$ cat src/core/pie_pkg.sv
package pie_pkg;

  // ----------------------------------------------------------------
  // bus and register map
  // ----------------------------------------------------------------
  localparam int          PIE_DW              = 32;
  localparam int          PIE_AW              = 4;
  localparam logic [3:0]  PIE_OFS_STATUS      = 4'h0;
  localparam logic [3:0]  PIE_OFS_EN_SET      = 4'h4;
  localparam logic [3:0]  PIE_OFS_EN_CLEAR    = 4'h8;

  // ----------------------------------------------------------------
  // field positions
  // ----------------------------------------------------------------
  localparam int          PIE_SW_IRQ_LSB      = 24;
  localparam int          PIE_SW_IRQ_N        = 4;
  localparam int          PIE_PARITY_ERR_BIT  = 6;
  localparam int          PIE_SYSTEM_ERR_BIT  = 5;
  localparam int          PIE_MASTER_ABT_BIT  = 2;
  localparam int          PIE_TARGET_ABT_BIT  = 1;

  // implemented bits: 27..24, 6, 5, 2, 1; every other bit is reserved
  localparam logic [31:0] PIE_IMPL_MASK       = 32'h0f00_0066;

  // ----------------------------------------------------------------
  // reset values
  // ----------------------------------------------------------------
  localparam logic [31:0] PIE_EN_RESET        = 32'h0000_0000;
  localparam logic [31:0] PIE_STATUS_RESET    = 32'h0000_0000;
  localparam logic [31:0] PIE_DAT_RESET       = 32'h0000_0000;

  // ----------------------------------------------------------------
  // timing, in core_clk cycles
  // ----------------------------------------------------------------
  localparam int          PIE_ACK_LATENCY     = 1;

  // ----------------------------------------------------------------
  // state of the block
  // ----------------------------------------------------------------
  typedef struct packed {
    logic [31:0] status;
    logic [31:0] enable;
    logic [31:0] rdata;
    logic        ack;
    logic        irq;
  } pie_state_t;

endpackage

$ cat src/core/pie_irq_enable.sv
// How it works
// RULE_01 - irq line high when any status bit and its enable bit are both set
// RULE_02 - enable register has no direct write; only set and clear registers change it
// RULE_03 - writing one to enable-set sets the matching enable bit
// RULE_04 - writing one to enable-clear clears the matching enable bit
// RULE_05 - zero data bits in set or clear writes leave enable bits unchanged
// RULE_06 - reading enable-set returns the current enable register
// RULE_07 - reading enable-clear returns status ANDed with enables, the masked source
// RULE_08 - four software interrupt enables sit in bits 27 down to 24
// RULE_09 - bit 6 is the parity error enable
// RULE_10 - bit 5 is the system error enable
// RULE_11 - bit 2 is the master abort enable
// RULE_12 - bit 1 is the target abort enable
// RULE_13 - reserved bits read zero and ignore writes
// RULE_14 - all enable bits are zero after reset
// RULE_15 - irq is a level and drops once the masked status is zero
`timescale 1ns/10ps
`default_nettype none

module pie_irq_enable
  import pie_pkg::*;
(
  // clock and reset
  input  wire logic                   core_clk,
  input  wire logic                   reset,
  // wishbone classic slave
  input  wire logic                   wb_cyc_i,
  input  wire logic                   wb_stb_i,
  input  wire logic                   wb_we_i,
  input  wire logic [PIE_AW-1:0]      wb_adr_i,
  input  wire logic [3:0]             wb_sel_i,
  input  wire logic [PIE_DW-1:0]      wb_dat_i,
  output var  logic [PIE_DW-1:0]      wb_dat_o,
  output var  logic                   wb_ack_o,
  // status events, one-cycle pulses from core_clk logic
  input  wire logic [PIE_SW_IRQ_N-1:0] sw_irq_event,
  input  wire logic                   parity_err_event,
  input  wire logic                   system_err_event,
  input  wire logic                   master_abort_event,
  input  wire logic                   target_abort_event,
  // interrupt to the local processor
  output var  logic                   proc_irq_line
);

  // ----------------------------------------------------------------
  // state
  // ----------------------------------------------------------------
  pie_state_t state_q;
  pie_state_t state_d;

  logic [31:0] byte_mask;
  logic [31:0] event_vec;
  logic [31:0] wr_bits;
  logic        bus_req;
  logic        wr_commit;
  logic        hit_status;
  logic        hit_set;
  logic        hit_clear;

  // ----------------------------------------------------------------
  // byte lanes
  // ----------------------------------------------------------------
  genvar gi;
  generate
    for (gi = 0; gi < PIE_DW; gi++) begin : g_lane
      assign byte_mask[gi] = wb_sel_i[gi/8];
    end
  endgenerate

  // ----------------------------------------------------------------
  // event placement
  // ----------------------------------------------------------------
  always_comb begin
    event_vec = 32'h0000_0000;
    event_vec[PIE_SW_IRQ_LSB +: PIE_SW_IRQ_N] = sw_irq_event; // RULE_08
    event_vec[PIE_PARITY_ERR_BIT]             = parity_err_event; // RULE_09
    event_vec[PIE_SYSTEM_ERR_BIT]             = system_err_event; // RULE_10
    event_vec[PIE_MASTER_ABT_BIT]             = master_abort_event; // RULE_11
    event_vec[PIE_TARGET_ABT_BIT]             = target_abort_event; // RULE_12
  end

  // ----------------------------------------------------------------
  // bus decode
  // ----------------------------------------------------------------
  assign bus_req    = wb_cyc_i & wb_stb_i;
  // writes land on the edge where the master sees ack, not before
  assign wr_commit  = bus_req & wb_we_i & state_q.ack;
  assign hit_status = (wb_adr_i == PIE_OFS_STATUS);
  assign hit_set    = (wb_adr_i == PIE_OFS_EN_SET);
  assign hit_clear  = (wb_adr_i == PIE_OFS_EN_CLEAR);
  // reserved bits and masked-off lanes never reach the registers
  assign wr_bits    = wb_dat_i & byte_mask & PIE_IMPL_MASK; // RULE_13

  // ----------------------------------------------------------------
  // next state
  // ----------------------------------------------------------------
  always_comb begin
    state_d = state_q;

    // ack one cycle after the request, then low for a cycle
    state_d.ack = bus_req & ~state_q.ack;

    // enable register: only the set and clear ports touch it
    if (wr_commit && hit_set) begin
      state_d.enable = state_q.enable | wr_bits; // RULE_02 RULE_03 RULE_05
    end else if (wr_commit && hit_clear) begin
      state_d.enable = state_q.enable & ~wr_bits; // RULE_02 RULE_04 RULE_05
    end

    // sticky status, write one to clear; a new event beats the clear
    if (wr_commit && hit_status) begin
      state_d.status = state_q.status & ~wr_bits;
    end
    state_d.status = (state_d.status | event_vec) & PIE_IMPL_MASK;

    // read data captured with ack so it is stable while ack is high
    if (bus_req && !state_q.ack && !wb_we_i) begin
      if (hit_set) begin
        state_d.rdata = state_q.enable & PIE_IMPL_MASK; // RULE_06 RULE_13
      end else if (hit_clear) begin
        state_d.rdata = state_q.status & state_q.enable & PIE_IMPL_MASK; // RULE_07
      end else if (hit_status) begin
        state_d.rdata = state_q.status & PIE_IMPL_MASK;
      end else begin
        // unmapped offsets answer with zero
        state_d.rdata = PIE_DAT_RESET;
      end
    end

    // level output follows the registered masked status
    state_d.irq = |(state_d.status & state_d.enable); // RULE_01 RULE_15
  end

  // ----------------------------------------------------------------
  // registers
  // ----------------------------------------------------------------
  always_ff @(posedge core_clk) begin
    if (reset) begin
      state_q.status <= PIE_STATUS_RESET;
      state_q.enable <= PIE_EN_RESET; // RULE_14
      state_q.rdata  <= PIE_DAT_RESET;
      state_q.ack    <= 1'b0;
      state_q.irq    <= 1'b0;
    end else begin
      state_q <= state_d;
    end
  end

  assign wb_dat_o      = state_q.rdata;
  assign wb_ack_o      = state_q.ack;
  assign proc_irq_line = state_q.irq;
endmodule

`default_nettype wire

$ cat config.mk
export PLATFORM = sky130hd
export DESIGN_NAME = pie_irq_enable
export DESIGN_NICKNAME = d
export VERILOG_FILES = /design/src/core/pie_pkg.sv /design/src/core/pie_irq_enable.sv
export SDC_FILE = /design/constraint.sdc
export NUM_CORES = 1
export LEC_CHECK = 0
export BUFFER_PORTS_ARGS = -buffer_cell sky130_fd_sc_hd__buf_2
export CAP_MARGIN = 20
export CORE_MARGIN = 2
export CORE_UTILIZATION = 47
export CTS_CLUSTER_DIAMETER = 60
export DETAILED_ROUTE_END_ITERATION = 10
export HOLD_SLACK_MARGIN = 0.02
export PLACE_DENSITY = 0.85
export SYNTH_ARGS = -nofsm -noshare
export SYNTH_HDL_FRONTEND = slang
export SYNTH_SLANG_ARGS = --single-unit
$ cat constraint.sdc
create_clock -name core_clk -period 2.96 [get_ports core_clk]
set_clock_uncertainty 0.05 [all_clocks]
set_input_delay 0.296 -clock core_clk [delete_from_list [all_inputs] [get_ports core_clk]]
set_output_delay 0.296 -clock core_clk [all_outputs]
set_load 0.005 [all_outputs]
* After elaboration in Yosys (flattened, before gate mapping) *
Index checks and enable logic that the tools add are counted.
Widths: inputs -> output; s select.

word-level totals
  output and inout port bits = 34
  memories = 0
  bits in latches = 0
  register bits = 74
  word-level logic and storage cells = 35
  memory bits (read-only) = 0
  input port bits = 53
  bits in writable memories = 0

operators by class
  divide/modulo/power cells = 0
  reductions and logical operators = 9
  multiplexer cells = 6
  add/subtract/negate cells = 0
  eq/ne operators = 2
  bitwise operators = 13
  order comparisons = 0
  multiply operators = 0
  shift operators = 0

operators by type and width
  operator            number
  $mux 28             4
  $and 28x28->28      3
  $mux 32             2
  $and 28x32->32      1
  $and 32x32->32      1
  $not 28->32         1
  $or 32x28->32       1
  $reduce_or 32->1    1
  $or 28x28->28       1
  $logic_and 1x1->1   5
  $and 1x1->1         4
  $eq 4x3->1 const B  1
  $eq 4x4->1 const B  1
  $logic_not 4->1     1
  $logic_not 1->1     2
  $not 1->1           1

* Logic depth before layout (Yosys ltp) *
  depth after elaboration = 8
  mapped depth = 6
  gate-level depth less buffers = 5

* Least setup slack after synthesis *
OpenSTA, ideal clock, no wires.

  path kind = input -> register
  start = input wb_adr_i[2]
  end = register state_q, in the netlist proc_irq_line
  data required time = 2.772 ns
  slack = 1.233 ns
  library setup time = 0.138 ns
  arrival = 1.539 ns
  path buffers = 1
  stages = 6
  path through = buf_2 > or4_4 > nor3_2 > a31oi_1 > a22oi_1 > a41oi_1

on the way
  cells in the longest elaborated chain, start to end = 6
  elaborated cells on any way between the ends = 12
  classes of those cells = eq/ne (2); mux (3); bitwise (2); reduce/logical (5)

ends and longest elaborated chain
  element                                               line                                          source
  from (decl)                                           pie_irq_enable.sv:30                          input wire logic [PIE_AW-1:0] wb_adr_i,
  $eq 4x4->1 / $logic_not 4->1 (equally long branches)  pie_irq_enable.sv:90, pie_irq_enable.sv:88
  $logic_and 1x1->1, on equally long branches           pie_irq_enable.sv:106, pie_irq_enable.sv:111
  $mux 32 / $mux 28 (equally long branches)             pie_irq_enable.sv:106, pie_irq_enable.sv:111
  $mux 32 / $or 28x28->28 (equally long branches)       pie_irq_enable.sv:104, pie_irq_enable.sv:114
  $and 28x32->32 (*)                                    pie_irq_enable.sv:131                         state_d.irq = |(state_d.status & state_d.enable);
  $reduce_or 32->1 (*)                                  pie_irq_enable.sv:131
  to (signal assigned)                                  pie_irq_enable.sv:145                         state_q <= state_d;
  to (decl)                                             pie_irq_enable.sv:48                          pie_state_t state_q;

Every way passes the cells marked *; elsewhere a longest branch is shown, timed or not.
A chain may end at the register's enable or synchronous reset.

* Final worst setup path *
  start = register state_q, in the netlist wb_ack_o
  end = register state_q, in the netlist proc_irq_line

on the way
  cells in the longest elaborated chain, start to end = 6
  elaborated cells on any way between the ends = 10
  classes of those cells = mux (3); bitwise (3); reduce/logical (4)

ends and longest elaborated chain
  element                                          line                                          source
  $and 1x1->1 (*)                                  pie_irq_enable.sv:87                          assign wr_commit = bus_req & wb_we_i & state_q.ack;
  $logic_and 1x1->1, on equally long branches      pie_irq_enable.sv:106, pie_irq_enable.sv:111
  $mux 32 / $mux 28 (equally long branches)        pie_irq_enable.sv:106, pie_irq_enable.sv:111
  $mux 32 / $or 28x28->28 (equally long branches)  pie_irq_enable.sv:104, pie_irq_enable.sv:114
  $and 28x32->32 (*)                               pie_irq_enable.sv:131
  $reduce_or 32->1 (*)                             pie_irq_enable.sv:131

Marks and branches as above.

==> metrics.log <==
[metrics] Detailed Place HPWL: roughly 2.3 mm
[metrics] Tot GR Track Use: approximately 17%
[metrics] DR vias: between 1000 and 1500
[metrics] Data arrival, critical path: approximately 1900 ps
[metrics] number of clock sinks: 26
[metrics] root buffer cell: sky130_fd_sc_hd__clkbuf_4
[metrics] design internal power: about 0.46 mW
[metrics] total placed instance area: about 1600 sq um
[metrics] floorplan row count: 20
[metrics] number of buffers added to fix hold violations after cts: 0
[metrics] first-pass GRT wire length: about 4.7 mm
[metrics] remaining global-route overflow: 0
[metrics] Post-Syn Area: ~1500 sq um
[metrics] Min-Delay Startpoint: wb_stb_i
[metrics] cts repair resizes: 0
[metrics] Worst Path Class, Setup: reg -> reg
[metrics] post-place setup slack: around 960 ps
[metrics] deepest level of the CTS H-tree: 1
[metrics] max-slew violations: 0
[metrics] top area cells in the synthesized netlist: sky130_fd_sc_hd__dfxtp_1 35%, sky130_fd_sc_hd__buf_4 16%, sky130_fd_sc_hd__nor2b_1 7.1%, sky130_fd_sc_hd__a22oi_1 6.0%, sky130_fd_sc_hd__a32o_1 5.3%
[metrics] required time at the worst-slack endpoint: slightly above 3000 ps
[metrics] height of the chip: 60.52 um
[metrics] RSZ-0062 raised after global routing: false
[metrics] layout overhead on the synthesized area: 6.667%
[metrics] number of nets in the layout: between 200 and 300
[metrics] Yosys reg bits: 26
[metrics] synthesized area divided by synthesized cell count: 8.205 sq um
[metrics] maximum number of pins on one net before global-route repair: 27
[metrics] via count of the first global-routing pass: between 1000 and 1500
[metrics] Setup Viol. Count Final: 0
[metrics] part of the total power dissipated in combinational logic: approximately 12%
[metrics] max capacitance violation total: 0
[metrics] post-route minimum period: between 1500 and 2000 ps
[metrics] sort of element at the start of the critical path: flop
[metrics] number of antenna violations at the first check in global routing: 0
[metrics] count of placed standard cells in the final layout, fillers left out: between 200 and 300
[metrics] total negative setup slack: 0 ps
[metrics] origin of the worst setup path: wb_ack_o$_SDFF_PP0_
[metrics] drc violations: 0
[metrics] R2R Path Start: wb_ack_o$_SDFF_PP0_
[metrics] Clock Tree Buf Depth: 2
[metrics] endpoints failing hold: 0
[metrics] Filler Cell Count: ~300
[metrics] diodes inserted: 0
[metrics] final critical-path setup slack: 1244 ps
[metrics] area leader, netlist: sky130_fd_sc_hd__dfxtp_1
[metrics] worst hold path type: in -> reg
[metrics] Sequential Power Share: roughly three fifths
[metrics] number of cells on the worst reg-to-reg path: 5
[metrics] number of vias per cell after detailed routing: between 5 and 6
[metrics] Placed Cells incl. Taps: approximately 250
[metrics] iteration count of the initial detailed-routing pass: 4
[metrics] leakage dissipation: 0.6847 nW
[metrics] total wire length after detailed routing: 2.950 mm
[metrics] area enclosed by the die boundary: 3663 sq um
[metrics] count of buffers inserted at the top-level ports: 36
[metrics] CTS clk-pin slew, worst paths: around 130 ps
[metrics] total CTS buffers: 3
[metrics] fmax: between 0.5 and 0.6 GHz
[metrics] area share of the leading cell type in the synthesized netlist: 34.67%
[metrics] TritonCTS clock tree: built
[metrics] proportion of synthesized chip area in sequential cells: around a third
[metrics] power dissipated by switching net loads: around 0.16 mW
[metrics] remaining max-slew budget at the tightest pin: between 60% and 70%
[metrics] number of stages on the worst hold path: 3
[metrics] type of element capturing the critical path: flop
[metrics] total number of yosys warnings: 0
[metrics] core area: just over 3000 sq um
[metrics] post-synthesis cell count: approximately 180
[metrics] Max VDD drop: around 0.00015 V
[metrics] starting density of the core: between 40% and 50%
[metrics] number of distinct library cell variants in the gate-level netlist after synthesis: 23
[metrics] power share of the clock group: between 20% and 30%
[metrics] switching share of power: 25.74%
[metrics] Post-Route Hold Slack: about 160 ps
[metrics] Final Wtd Congestion: ~0.81
[metrics] later-pin clock latency in the skew report: between 300 and 400 ps
[metrics] 1st-iter DRT viols: 35
[metrics] final instance area: 1602 sq um
[metrics] drt wl/cell: 11.66 um
[metrics] residual antenna-violating net count after detailed routing: 0
[metrics] Worst Tran Pin Value: approximately 520 ps
[metrics] maximum net fanout on the critical path: 5
[metrics] buffers inserted by post-CTS timing repair: 0
[metrics] ports placed on the boundary: 87
[metrics] power density relative to cell area: 389.2 nW/um^2
[metrics] share of the cycle needed by the critical path after routing: 57.98%
[metrics] DIE WIDTH: 60.52 um
[metrics] layout cells sized above 1: 22.49%
[metrics] status: completed
## cell usage in the layout, fill, tap and decap left out
cell	n
sky130_fd_sc_hd__conb_1	24
sky130_fd_sc_hd__inv_1	11
sky130_fd_sc_hd__o21ai_0	16
sky130_fd_sc_hd__and4_1	1
sky130_fd_sc_hd__or4_4	1
sky130_fd_sc_hd__nor3_2	3
sky130_fd_sc_hd__nor3b_2	1
sky130_fd_sc_hd__buf_4	1
sky130_fd_sc_hd__nor2b_1	17
sky130_fd_sc_hd__nor4b_4	1
sky130_fd_sc_hd__nor2_1	18
sky130_fd_sc_hd__dfxtp_1	26
sky130_fd_sc_hd__a41oi_1	1
sky130_fd_sc_hd__a31oi_1	8
sky130_fd_sc_hd__nand2_1	9
sky130_fd_sc_hd__a22oi_1	12
sky130_fd_sc_hd__nor3_1	1
sky130_fd_sc_hd__clkbuf_8	1
sky130_fd_sc_hd__buf_2	36
sky130_fd_sc_hd__nand4_1	9
sky130_fd_sc_hd__or3_1	1
sky130_fd_sc_hd__clkbuf_4	3
sky130_fd_sc_hd__a32o_1	8
## per-stage QoR
step | util, % | total power [mW]
floorplan | - | 0.4347
global placement | 51.27 | 0.4457
detailed placement | 51.27 | 0.4479
CTS | 52.46 | 0.6250
global route | 52.46 | 0.6494
finish | 52.46 | 0.6233
## final cells by class
| cell class | instances | area, sq um | area share [%] |
|---|---|---|---|
| flip-flops and latches | 26 | 520.5 | 32.50 |
| inverters | 11 | 41.29 | 2.578 |
| clock buffers | 4 | 36.28 | 2.266 |
| multi-input cells | 131 | 760.7 | 47.50 |
| well taps | 44 | 55.05 | 3.437 |
| repair buffers | 37 | 187.7 | 11.72 |
## layer usage
| layer | vias to the layer above | share of wire, % | global-route usage, % | wire length, um |
|---|---|---|---|---|
| met2 | 53 | 49 | 29.35 | 1432 |
| met1 | 590 | 42 | 20.45 | 1247 |
| met4 | 0 | 1.8 | 7.143 | 53 |
| met5 | - | 0 | 0 | 0 |
| met3 | 5 | 7.4 | 3.198 | 217 |
| li1 | 645 | - | - | - |
## flip-flops by register name (all words and copies together) (netlist names)
register	count
proc_irq_line	1
wb_dat_o	8
wb_ack_o	1
state_q	16
## cells by family after synthesis
group / share of synthesized area, %
AO/OA/AOI/OAI: 20.58
buffers and inverters: 20.42
flip-flops: 34.67
other: 0.2498
AND/OR/NAND/NOR: 24.08
## cell usage after synthesis
master,n
sky130_fd_sc_hd__buf_4,32
sky130_fd_sc_hd__dfxtp_1,26
sky130_fd_sc_hd__nor2_1,18
sky130_fd_sc_hd__nor2b_1,17
sky130_fd_sc_hd__o21ai_0,16
sky130_fd_sc_hd__a22oi_1,12
sky130_fd_sc_hd__inv_1,11
sky130_fd_sc_hd__nand2_1,9
sky130_fd_sc_hd__nand4_1,9
sky130_fd_sc_hd__a31oi_1,8
sky130_fd_sc_hd__a32o_1,8
sky130_fd_sc_hd__clkbuf_1,3
sky130_fd_sc_hd__nor3_2,3
sky130_fd_sc_hd__buf_2,2
sky130_fd_sc_hd__a41oi_1,1
sky130_fd_sc_hd__and4_1,1
sky130_fd_sc_hd__buf_1,1
sky130_fd_sc_hd__conb_1,1
sky130_fd_sc_hd__nor3_1,1
sky130_fd_sc_hd__nor3b_2,1
sky130_fd_sc_hd__nor4b_4,1
sky130_fd_sc_hd__or3_1,1
sky130_fd_sc_hd__or4_4,1
## path summary, 6_finish.rpt
| check | endpoint | slack [ps] |
|---|---|---|
| hold / removal | wb_ack_o$_SDFF_PP0_ | 160 |
| hold reg to reg | wb_ack_o$_SDFF_PP0_ | 450 |
| setup / recovery | proc_irq_line$_SDFF_PP0_ | 1240 |
| setup reg to reg | proc_irq_line$_SDFF_PP0_ | 1240 |
## worst max-delay path, stage by stage (launching register included)
cell                      delay (ps)
sky130_fd_sc_hd__dfxtp_1         400
sky130_fd_sc_hd__nand4_1         240
sky130_fd_sc_hd__nor3_2          390
sky130_fd_sc_hd__a31oi_1         160
sky130_fd_sc_hd__a22oi_1         210
sky130_fd_sc_hd__a41oi_1         140
## power by group through the flow
stage	Clock (mW)	Combinational (mW)	Sequential, mW
after detailed placement	0	0.0765	0.371
after floorplan	0	0.0653	0.369
after CTS	0.185	0.0766	0.364
after global placement	0	0.0745	0.371
final	0.183	0.0770	0.364
after global routing	0.196	0.0880	0.365
Note: power is estimated with default switching activity, not from simulation.
